[src/hw/oss_pkg.sv]
// Purpose: constants shared by the oscillator source switch
// Assumes: 32-bit AXI4-Lite register bus, 8-bit registers in the low byte
// Notes: register offsets are byte addresses
//
// Behaviour
// - source-rate clock follows the engaged source, one clk later
// - half-rate clock is source-rate clock halved
// - internal 12.8/8/4 MHz, 12.8 after reset
// - 8-bit signed trim, larger means slower
// - any non-internal source enables the input pin; crystal mode also drives the crystal output pin
// - two external rising edges confirm activity
// - set engaged first, then stop internal oscillator
// - clearing select and request returns to internal
// - direct external mode forces clock output enable off
// - crystal mode ignores clock output enable
// - rc mode drives clock out only when enabled
// - internal mode drives source clock when enabled
// - stop disables oscillators unless stop oscillator enable or run-in-stop set
// - clock output enable lives in pull register
// - source select encodings, reset to internal
// - internal frequency select encodings, reset 12.8
// - crystal range select chooses amplifier
// - request bit read/write, engaged bit read-only
package oss_pkg;

  // register byte offsets
  localparam logic [7:0] OSS_CTRL_OFS = 8'h00;
  localparam logic [7:0] OSS_TRIM_OFS = 8'h04;
  localparam logic [7:0] OSS_PULL_OFS = 8'h08;

  // control register fields
  localparam int OSS_SRC_LSB = 0;
  localparam int OSS_FREQ_LSB = 2;
  localparam int OSS_RANGE_LSB = 4;
  localparam int OSS_REQ_BIT = 6;
  localparam int OSS_ENG_BIT = 7;
  // pull register fields
  localparam int OSS_COE_BIT = 7;

  // source select codes
  localparam logic [1:0] OSS_SRC_INT = 2'h0;
  localparam logic [1:0] OSS_SRC_EXT = 2'h1;
  localparam logic [1:0] OSS_SRC_RC = 2'h2;
  localparam logic [1:0] OSS_SRC_XTAL = 2'h3;

  // internal frequency codes
  localparam logic [1:0] OSS_FREQ_4M0 = 2'h0;
  localparam logic [1:0] OSS_FREQ_8M0 = 2'h1;
  localparam logic [1:0] OSS_FREQ_12M8 = 2'h2;
  localparam logic [1:0] OSS_FREQ_RSVD = 2'h3;

  // reset values
  localparam logic [1:0] OSS_SRC_RST = OSS_SRC_INT;
  localparam logic [1:0] OSS_FREQ_RST = OSS_FREQ_12M8;
  localparam logic [1:0] OSS_RANGE_RST = 2'h0;
  localparam logic [7:0] OSS_TRIM_RST = 8'h00;
  localparam logic [7:0] OSS_PULL_RST = 8'h00;

  // activity check: rising edges of the external clock before switching
  localparam logic [1:0] OSS_EDGE_COUNT = 2'h2;

  // axi responses
  localparam logic [1:0] OSS_RESP_OKAY = 2'h0;
  localparam logic [1:0] OSS_RESP_SLVERR = 2'h2;

  typedef enum {
    OSS_ST_INTERNAL,
    OSS_ST_CHECK,
    OSS_ST_EXTERNAL,
    OSS_ST_RETURN
  } oss_state_type;

endpackage

[src/hw/oss_top.sv]
// Purpose: clock source selection and glitch-free switching with register access
// Assumes: oscillator clocks and pins arrive sampled, synchronous to clk
// Notes: clocks are modelled as levels re-timed by clk; one clock domain
//
// Added by the designer: the AXI4-Lite slave port and the placing of the registers.
`timescale 1ns/1ns
`default_nettype none

module oss_top (
  input wire logic clk,
  input wire logic rst_n,
  // axi4-lite slave
  input wire logic [7:0] s_axi_awaddr,
  input wire logic s_axi_awvalid,
  output logic s_axi_awready,
  input wire logic [31:0] s_axi_wdata,
  input wire logic [3:0] s_axi_wstrb,
  input wire logic s_axi_wvalid,
  output logic s_axi_wready,
  output logic [1:0] s_axi_bresp,
  output logic s_axi_bvalid,
  input wire logic s_axi_bready,
  input wire logic [7:0] s_axi_araddr,
  input wire logic s_axi_arvalid,
  output logic s_axi_arready,
  output logic [31:0] s_axi_rdata,
  output logic [1:0] s_axi_rresp,
  output logic s_axi_rvalid,
  input wire logic s_axi_rready,
  // oscillator sources
  input wire logic internalSourceClock,
  input wire logic resistorCapClock,
  input wire logic crystalClock,
  input wire logic clockInPin,
  // stop control from system integration
  input wire logic stopMode,
  input wire logic stopOscillatorEnable,
  input wire logic runInStopOption,
  // clock outputs
  output logic sourceRateClock,
  output logic halfRateClock,
  // oscillator controls
  output logic internalOscRun,
  output logic rcOscRun,
  output logic crystalAmpRun,
  output logic [1:0] internalFreqSelect,
  output logic [1:0] crystalRangeSelect,
  output logic [7:0] trimValue,
  output logic [5:0] pullEnable,
  // pins
  output logic clockInPinEnable,
  output logic clockOutPinOut,
  output logic clockOutPinOe_n
);
  import oss_pkg::*;

  logic [1:0] sourceSelect_r;
  logic [1:0] freqSel_r;
  logic [1:0] rangeSel_r;
  logic extRequest_r;
  logic engaged_r;
  logic [7:0] trim_r;
  logic [7:0] pull_r;
  oss_state_type state_r;
  logic [1:0] edgeCnt_r;
  logic extPrev_r;
  logic intOsc_r;
  logic srcClk_r;
  logic halfClk_r;

  logic [7:0] awAddr_r;
  logic [7:0] wData_r;
  logic wStrb0_r;
  logic awHeld_r;
  logic wHeld_r;
  logic wrCommit;
  logic wrHit;
  logic [7:0] rdByte;
  logic rdHit;

  logic extSelClk;
  logic extRise;
  logic oscAllowed;
  logic coeEffective;

  // write takes effect once both address and data are held
  assign wrCommit = awHeld_r & wHeld_r & ~s_axi_bvalid;
  assign wrHit = (awAddr_r == OSS_CTRL_OFS) | (awAddr_r == OSS_TRIM_OFS) |
                 (awAddr_r == OSS_PULL_OFS);

  // write address and data channels, taken in either order
  always_ff @(posedge clk) begin
    if (!rst_n) begin
      s_axi_awready <= 1'b1;
      s_axi_wready <= 1'b1;
      awHeld_r <= 1'b0;
      wHeld_r <= 1'b0;
      awAddr_r <= 8'h00;
      wData_r <= 8'h00;
      wStrb0_r <= 1'b0;
    end else begin
      if (s_axi_awvalid && s_axi_awready) begin
        awAddr_r <= s_axi_awaddr;
        awHeld_r <= 1'b1;
        s_axi_awready <= 1'b0;
      end
      if (s_axi_wvalid && s_axi_wready) begin
        wData_r <= s_axi_wdata[7:0];
        wStrb0_r <= s_axi_wstrb[0];
        wHeld_r <= 1'b1;
        s_axi_wready <= 1'b0;
      end
      if (wrCommit) begin
        awHeld_r <= 1'b0;
        wHeld_r <= 1'b0;
      end
      // ready again only after the response is taken: one write in flight
      if (s_axi_bvalid && s_axi_bready) begin
        s_axi_awready <= 1'b1;
        s_axi_wready <= 1'b1;
      end
    end
  end

  // write response
  always_ff @(posedge clk) begin
    if (!rst_n) begin
      s_axi_bvalid <= 1'b0;
      s_axi_bresp <= OSS_RESP_OKAY;
    end else if (wrCommit) begin
      s_axi_bvalid <= 1'b1;
      s_axi_bresp <= wrHit ? OSS_RESP_OKAY : OSS_RESP_SLVERR;
    end else if (s_axi_bready) begin
      s_axi_bvalid <= 1'b0;
    end
  end

  // read mux; upper 24 bits always read zero
  always_comb begin
    rdByte = 8'h00;
    rdHit = 1'b1;
    case (s_axi_araddr)
      OSS_CTRL_OFS: begin
        rdByte[OSS_SRC_LSB +: 2] = sourceSelect_r;
        rdByte[OSS_FREQ_LSB +: 2] = freqSel_r;
        rdByte[OSS_RANGE_LSB +: 2] = rangeSel_r;
        rdByte[OSS_REQ_BIT] = extRequest_r;
        rdByte[OSS_ENG_BIT] = engaged_r;
      end
      OSS_TRIM_OFS: rdByte = trim_r;
      OSS_PULL_OFS: rdByte = pull_r;
      default: rdHit = 1'b0;
    endcase
  end

  // read channel
  always_ff @(posedge clk) begin
    if (!rst_n) begin
      s_axi_arready <= 1'b1;
      s_axi_rvalid <= 1'b0;
      s_axi_rdata <= 32'h00000000;
      s_axi_rresp <= OSS_RESP_OKAY;
    end else if (s_axi_arvalid && s_axi_arready) begin
      s_axi_arready <= 1'b0;
      s_axi_rvalid <= 1'b1;
      s_axi_rdata <= {24'h000000, rdByte};
      s_axi_rresp <= rdHit ? OSS_RESP_OKAY : OSS_RESP_SLVERR;
    end else if (s_axi_rvalid && s_axi_rready) begin
      s_axi_rvalid <= 1'b0;
      s_axi_arready <= 1'b1;
    end
  end

  // control register fields
  always_ff @(posedge clk) begin
    if (!rst_n) begin
      sourceSelect_r <= OSS_SRC_RST;
      freqSel_r <= OSS_FREQ_RST;
      rangeSel_r <= OSS_RANGE_RST;
      extRequest_r <= 1'b0;
    end else if (wrCommit && wStrb0_r && awAddr_r == OSS_CTRL_OFS) begin
      sourceSelect_r <= wData_r[OSS_SRC_LSB +: 2];
      freqSel_r <= wData_r[OSS_FREQ_LSB +: 2];
      rangeSel_r <= wData_r[OSS_RANGE_LSB +: 2];
      extRequest_r <= wData_r[OSS_REQ_BIT];
    end
  end

  // trim register, signed steps +127..-128, passed straight to the oscillator
  always_ff @(posedge clk) begin
    if (!rst_n) begin
      trim_r <= OSS_TRIM_RST;
    end else if (wrCommit && wStrb0_r && awAddr_r == OSS_TRIM_OFS) begin
      trim_r <= wData_r;
    end
  end

  // pull register holds the clock output enable
  always_ff @(posedge clk) begin
    if (!rst_n) begin
      pull_r <= OSS_PULL_RST;
    end else begin
      if (wrCommit && wStrb0_r && awAddr_r == OSS_PULL_OFS) begin
        pull_r <= wData_r;
      end
      // hardware clear wins so the pin is released for other functions
      if (sourceSelect_r == OSS_SRC_EXT) begin
        pull_r[OSS_COE_BIT] <= 1'b0;
      end
    end
  end

  // external source chosen by the select field
  always_comb begin
    case (sourceSelect_r)
      OSS_SRC_RC: extSelClk = resistorCapClock;
      OSS_SRC_XTAL: extSelClk = crystalClock;
      default: extSelClk = clockInPin;
    endcase
  end

  assign extRise = extSelClk & ~extPrev_r;
  // stop mode gates oscillators unless the stop oscillator enable or the run-in-stop option overrides
  assign oscAllowed = ~stopMode | stopOscillatorEnable | runInStopOption;

  always_ff @(posedge clk) begin
    if (!rst_n) begin
      extPrev_r <= 1'b0;
    end else begin
      extPrev_r <= extSelClk;
    end
  end

  // switching sequence
  always_ff @(posedge clk) begin
    if (!rst_n) begin
      state_r <= OSS_ST_INTERNAL;
      edgeCnt_r <= 2'h0;
      engaged_r <= 1'b0;
      intOsc_r <= 1'b1;
    end else begin
      case (state_r)
        OSS_ST_INTERNAL: begin
          intOsc_r <= 1'b1;
          edgeCnt_r <= 2'h0;
          if (extRequest_r && sourceSelect_r != OSS_SRC_INT) begin
            state_r <= OSS_ST_CHECK;
          end
        end
        OSS_ST_CHECK: begin
          if (!extRequest_r || sourceSelect_r == OSS_SRC_INT) begin
            state_r <= OSS_ST_INTERNAL;
          end else if (extRise) begin
            edgeCnt_r <= edgeCnt_r + 2'h1;
            if (edgeCnt_r + 2'h1 == OSS_EDGE_COUNT) begin
              engaged_r <= 1'b1;
              state_r <= OSS_ST_EXTERNAL;
            end
          end
        end
        OSS_ST_EXTERNAL: begin
          // internal oscillator stops only after engaged is already set
          intOsc_r <= 1'b0;
          if (!extRequest_r && sourceSelect_r == OSS_SRC_INT) begin
            intOsc_r <= 1'b1;
            state_r <= OSS_ST_RETURN;
          end
        end
        OSS_ST_RETURN: begin
          // internal oscillator ran one cycle before the mux moves back
          engaged_r <= 1'b0;
          state_r <= OSS_ST_INTERNAL;
        end
        default: state_r <= OSS_ST_INTERNAL;
      endcase
    end
  end

  // source-rate and half-rate clocks
  always_ff @(posedge clk) begin
    if (!rst_n) begin
      srcClk_r <= 1'b0;
      halfClk_r <= 1'b0;
    end else begin
      srcClk_r <= engaged_r ? extSelClk : (internalSourceClock & intOsc_r);
      if (srcClk_r == 1'b0 && (engaged_r ? extSelClk : (internalSourceClock & intOsc_r))) begin
        halfClk_r <= ~halfClk_r;
      end
    end
  end

  assign coeEffective = pull_r[OSS_COE_BIT];

  // oscillator enables, pin functions and settings towards the analog side
  always_ff @(posedge clk) begin
    if (!rst_n) begin
      internalOscRun <= 1'b1;
      rcOscRun <= 1'b0;
      crystalAmpRun <= 1'b0;
      internalFreqSelect <= OSS_FREQ_RST;
      crystalRangeSelect <= OSS_RANGE_RST;
      trimValue <= OSS_TRIM_RST;
      pullEnable <= 6'h00;
      clockInPinEnable <= 1'b0;
      clockOutPinOut <= 1'b0;
      clockOutPinOe_n <= 1'b1;
    end else begin
      internalOscRun <= intOsc_r & oscAllowed;
      rcOscRun <= (sourceSelect_r == OSS_SRC_RC) & oscAllowed;
      crystalAmpRun <= (sourceSelect_r == OSS_SRC_XTAL) & oscAllowed;
      // reserved code falls back to the reset frequency
      internalFreqSelect <= (freqSel_r == OSS_FREQ_RSVD) ? OSS_FREQ_12M8 : freqSel_r;
      crystalRangeSelect <= rangeSel_r;
      trimValue <= trim_r;
      pullEnable <= pull_r[5:0];
      clockInPinEnable <= (sourceSelect_r != OSS_SRC_INT);
      case (sourceSelect_r)
        OSS_SRC_XTAL: begin
          clockOutPinOut <= ~clockInPin;
          clockOutPinOe_n <= 1'b0;
        end
        OSS_SRC_RC: begin
          clockOutPinOut <= srcClk_r;
          clockOutPinOe_n <= ~coeEffective;
        end
        OSS_SRC_INT: begin
          clockOutPinOut <= srcClk_r;
          clockOutPinOe_n <= ~coeEffective;
        end
        default: begin
          clockOutPinOut <= 1'b0;
          clockOutPinOe_n <= 1'b1;
        end
      endcase
    end
  end

  assign sourceRateClock = srcClk_r;
  assign halfRateClock = halfClk_r;

endmodule

`default_nettype wire

[config.mk]
export PLATFORM = sky130hd
export DESIGN_NAME = oss_top
export DESIGN_NICKNAME = d
export VERILOG_FILES = /design/src/hw/oss_pkg.sv /design/src/hw/oss_top.sv
export SDC_FILE = /design/constraint.sdc
export NUM_CORES = 1
export LEC_CHECK = 0
export BUFFER_PORTS_ARGS = -buffer_cell sky130_fd_sc_hd__buf_2
export CAP_MARGIN = 20
export CORE_MARGIN = 2
export CORE_UTILIZATION = 30
export CTS_CLUSTER_DIAMETER = 120
export DETAILED_ROUTE_END_ITERATION = 12
export GPL_TIMING_DRIVEN = 0
export SLEW_MARGIN = 20
export SYNTH_ARGS = -nofsm -noshare
export SYNTH_HDL_FRONTEND = slang
export SYNTH_SLANG_ARGS = --single-unit
[constraint.sdc]
create_clock -name clk -period 1.7 [get_ports clk]
set_input_delay 0.34 -clock clk [delete_from_list [all_inputs] [get_ports clk]]
set_output_delay 0.34 -clock clk [all_outputs]
set_load 0.005 [all_outputs]
==> run_results.csv <==
group,metric,value,unit
timing,period_share,0.959,
power_and_ir_drop,pwr-share-comb,0.070,
clock_network,root_buffer,"clkbuf_16",
logic_synthesis,synth_area_leaders,"dfxtp_1 50%, mux2i_1 8.9%, buf_4 5.6%",
timing,max_slew_margin,0.583,
global_routing,antenna_found_initial,0,
setup_path,crit_chain,"nor4_4 > nand4_2 > mux2i_1 > nor2_1",
clock_network,h-tree-depth,3,
setup_path,path_depth,4,
drt,avgViaCountPerCell,4.49,
logic_synthesis,synth_area,3590,um2
setup_path,critPathRequiredTime,1.93,ns
floorplanning,coreArea,11600,um2
floorplanning,die_y,113,um
placement,place.gp.congestion,0.781,
power_and_ir_drop,p_per_area,972,nW/um2
clock_network,clk_latency,0.34,ns
power_and_ir_drop,peakVddDrop,0.383,mV
clock_network,path_clk_slew,0.06,ns
timing,slew_violations,0,
power_and_ir_drop,p_leak,2.09,nW
setup_path,crit_path_start_kind,"flop",
setup_path,reg2reg_depth,4,
clock_network,clkSinkCount,90,
timing,timing_worst_slew_pin_value,0.625,ns
power_and_ir_drop,internal_power,3.38,mW
drt,drt_iter0_drc,126,
setup_path,cp_num_buf_inv,0,
global_routing,grt_first_pass_wirelength,13.5,mm
setup_path,path_max_fanout,8,
timing,rsz0062_at_grt,"true",
clock_network,cts_buffers,9,
cells_and_area,finish.utilization,0.393,
drt,num_vias,2901,
cells_and_area,fin_cells,646,
cells_and_area,nNetsFinal,565,
logic_synthesis,synth_largest_area_cell,"dfxtp_1",
cells_and_area,drive_above_1_share,0.260,
setup_path,crit_slowest_cell,"nand4_2",
logic_synthesis,ys_ff_latch,90,
drt,drtPass1Iterations,4,
floorplanning,ioPinCount,133,
logic_synthesis,syn-instance-count,385,
floorplanning,start_util,0.311,
logic_synthesis,synth_top_cell_area_share,0.502,
flow_run,maxCapViolCount,0,
global_routing,grt_overflow_total,0,
timing,finalHoldViolCount,0,
timing,fmax,0.613,GHz
setup_path,critical-path-top-delay-family,"simple AND/OR/NAND/NOR gates",
clock_network,ctsLongestPathBuffers,2,
floorplanning,rows,39,
setup_path,setup.worst_path.end_class,"flop",
cells_and_area,n_fill_cell,1190,
logic_synthesis,yosys_warnings,0,
outcome,outcome,"finished clean",
floorplanning,die_area,12900,um2
cells_and_area,fin_area,4540,um2
logic_synthesis,ys_types,42,
timing,fin_skew,0.0100,ns
logic_synthesis,syn_avg_cell_area,9.33,um2
cells_and_area,area_growth,26.4,%
power_and_ir_drop,swShare,0.234,
floorplanning,die_w,113,um
placement,dp.cells,630,
timing,layout_min_cycle_time,1.63,ns
global_routing,grt_pass1_vias,2711,
drt,drc_errors,0,
global_routing,grt_use_total,0.134,
cells_and_area,num_antenna_cells,0,
setup_path,reg2reg_slack,0.07,ns
power_and_ir_drop,pwr-share-seq,0.498,
global_routing,grt_max_degree,16,
timing,final-setup-viol-count,0,
setup_path,crit_arrival,1.86,ns
power_and_ir_drop,switching_power,1.03,mW
placement,postPlaceCellArea,4250,um2
setup_path,critPathMaxStageDelay,0.43,ns
logic_synthesis,yosysSeqAreaShare,0.502,
drt,wl,8.36,mm
placement,port_buffers,77,
clock_network,cts_resized,0,
hold_path,hold_depth,2,
drt,wl_per_cell,12.9,um
drt,ant_nets,0,
clock_network,cts_tree,"done",
setup_path,critical_path_class,"flop to flop",
placement,place_hpwl,6.28,mm
hold_path,hold_class,"primary input to flop",
power_and_ir_drop,power_frac_clock,0.433,
[layout make-up]
class                   count  area [um2]  area share
well taps                 143         179      0.0394
inverters                   6        22.5     0.00496
flip-flops and latches     90        1800       0.397
plain buffers              47         290      0.0639
multi-input cells         267        1570       0.346
clock buffers              12         256      0.0565
clock inverters             4        33.8     0.00744
repair buffers             77         385      0.0849
[per-layer routing]
metal / vias up / share of wire / track usage
met1: 1306 / 0.48 / 0.178
met5: - / 0 / 0
li1: 1481 / - / -
met3: 20 / 0.056 / 0.0345
met2: 94 / 0.44 / 0.204
met4: 0 / 0.026 / 0.0618
[stage by stage]
step	setup TNS, ns	setup slack, ns	power, mW	hold slack, ns
final	0	0.0699	4.41	0.200
after detailed placement	-4.13	-0.187	2.55	0.451
after floorplan	0	0.298	2.43	0.421
after global placement	-4.38	-0.196	2.54	0.446
after global routing	-0.0564	-0.0376	4.62	0.217
after CTS	0	0.0524	4.47	0.193
[state kept, by name (all words and copies together) (netlist names), 2 cells and up]
| name | cells |
|---|---|
| s_axi_rdata | 8 |
| trim_r | 8 |
| awAddr_r | 8 |
| freqSel_r | 2 |
| sourceSelect_r | 2 |
| pullEnable | 6 |
| edgeCnt_r | 2 |
| rangeSel_r | 2 |
| crystalRangeSelect | 2 |
| pull_r | 8 |
| state_r | 2 |
| wData_r | 8 |
| trimValue | 8 |
| internalFreqSelect | 2 |
[placed cells by master, fill, tap and decap left out, drive strengths merged, types with 5 or more instances in the layout]
cell / count
a21oi: 26
a22oi: 8
and2: 18
buf: 111
clkbuf: 25
conb: 26
dfxtp: 90
inv: 8
mux2i: 33
nand2: 42
nand2b: 5
nand3: 12
nor2: 50
o21ai: 8
o2bb2ai: 8
[Yosys cell counts]
master and count:
and2_1 18, dfxtp_1 90, nor3b_1 1, nand3b_1 2
nand4b_1 1, a211oi_2 1, and3_1 1, nand3_1 12
a21oi_1 26, o21ai_0 8, conb_1 1, a211oi_1 2
a22oi_1 8, nand4_2 2, and4_1 1, mux2i_2 1
buf_4 27, mux2i_1 32, a2111oi_4 1, a21o_1 1
nand2_1 42, a31oi_1 3, nand2b_1 5, buf_6 1
nor2_1 50, o21a_1 1, o21bai_1 1, o41ai_1 1
nor3_1 1, nor2b_1 2, clkbuf_1 13, buf_1 2
nor4_1 1, o211ai_1 1, nand4_1 1, inv_1 6
nor4_4 1, and3b_1 3, a2111oi_2 1, buf_2 4
ha_1 1, o2bb2ai_1 8
[cells by family after synthesis]
logic type      count (synthesis)  synth area share
fa+ha+maj                       1           0.00348
mux                            33            0.0930
flops                          90             0.502
simple gates                  144             0.194
other cells                     1           0.00104
compound gates                 63             0.119
buf+inv                        53            0.0871
[worst reg2reg max path: stages (launching register included)]
cell	delay, ns
dfxtp_1	0.33
nor4_4	0.38
nand4_2	0.43
mux2i_1	0.31
nor2_1	0.07
[power groups by stage]
stage          sequential [mW]  clock, mW  combinational (mW)
2_1_floorplan             2.23          0               0.198
3_3_place_gp              2.24          0               0.304
3_5_place_dp              2.24          0               0.308
4_1_cts                   2.19       1.96               0.308
5_1_grt                   2.20       2.07               0.347
6_report                  2.19       1.91               0.308
[what timing repair did]
| item | 4_1_cts | 5_1_grt |
|---|---|---|
| endpoints found under the hold margin | 0 | 0 |
| hold buffers | 0 | 0 |
| buffers inserted | 0 | 0 |
| endpoints found under the setup margin | 0 | 4 |
[path summary, 6_finish.rpt]
check                                              start                        end
worst max-delay path            awAddr_r[7]$_SDFFE_PN0P_     pull_r[7]$_SDFFE_PP0P_
worst min-delay path                        s_axi_wvalid  s_axi_wready$_SDFFE_PP1P_
worst min register to register  awAddr_r[5]$_SDFFE_PN0P_   awAddr_r[5]$_SDFFE_PN0P_
worst max register to register  awAddr_r[7]$_SDFFE_PN0P_     pull_r[7]$_SDFFE_PP0P_
(Power assumes the default switching activity.)
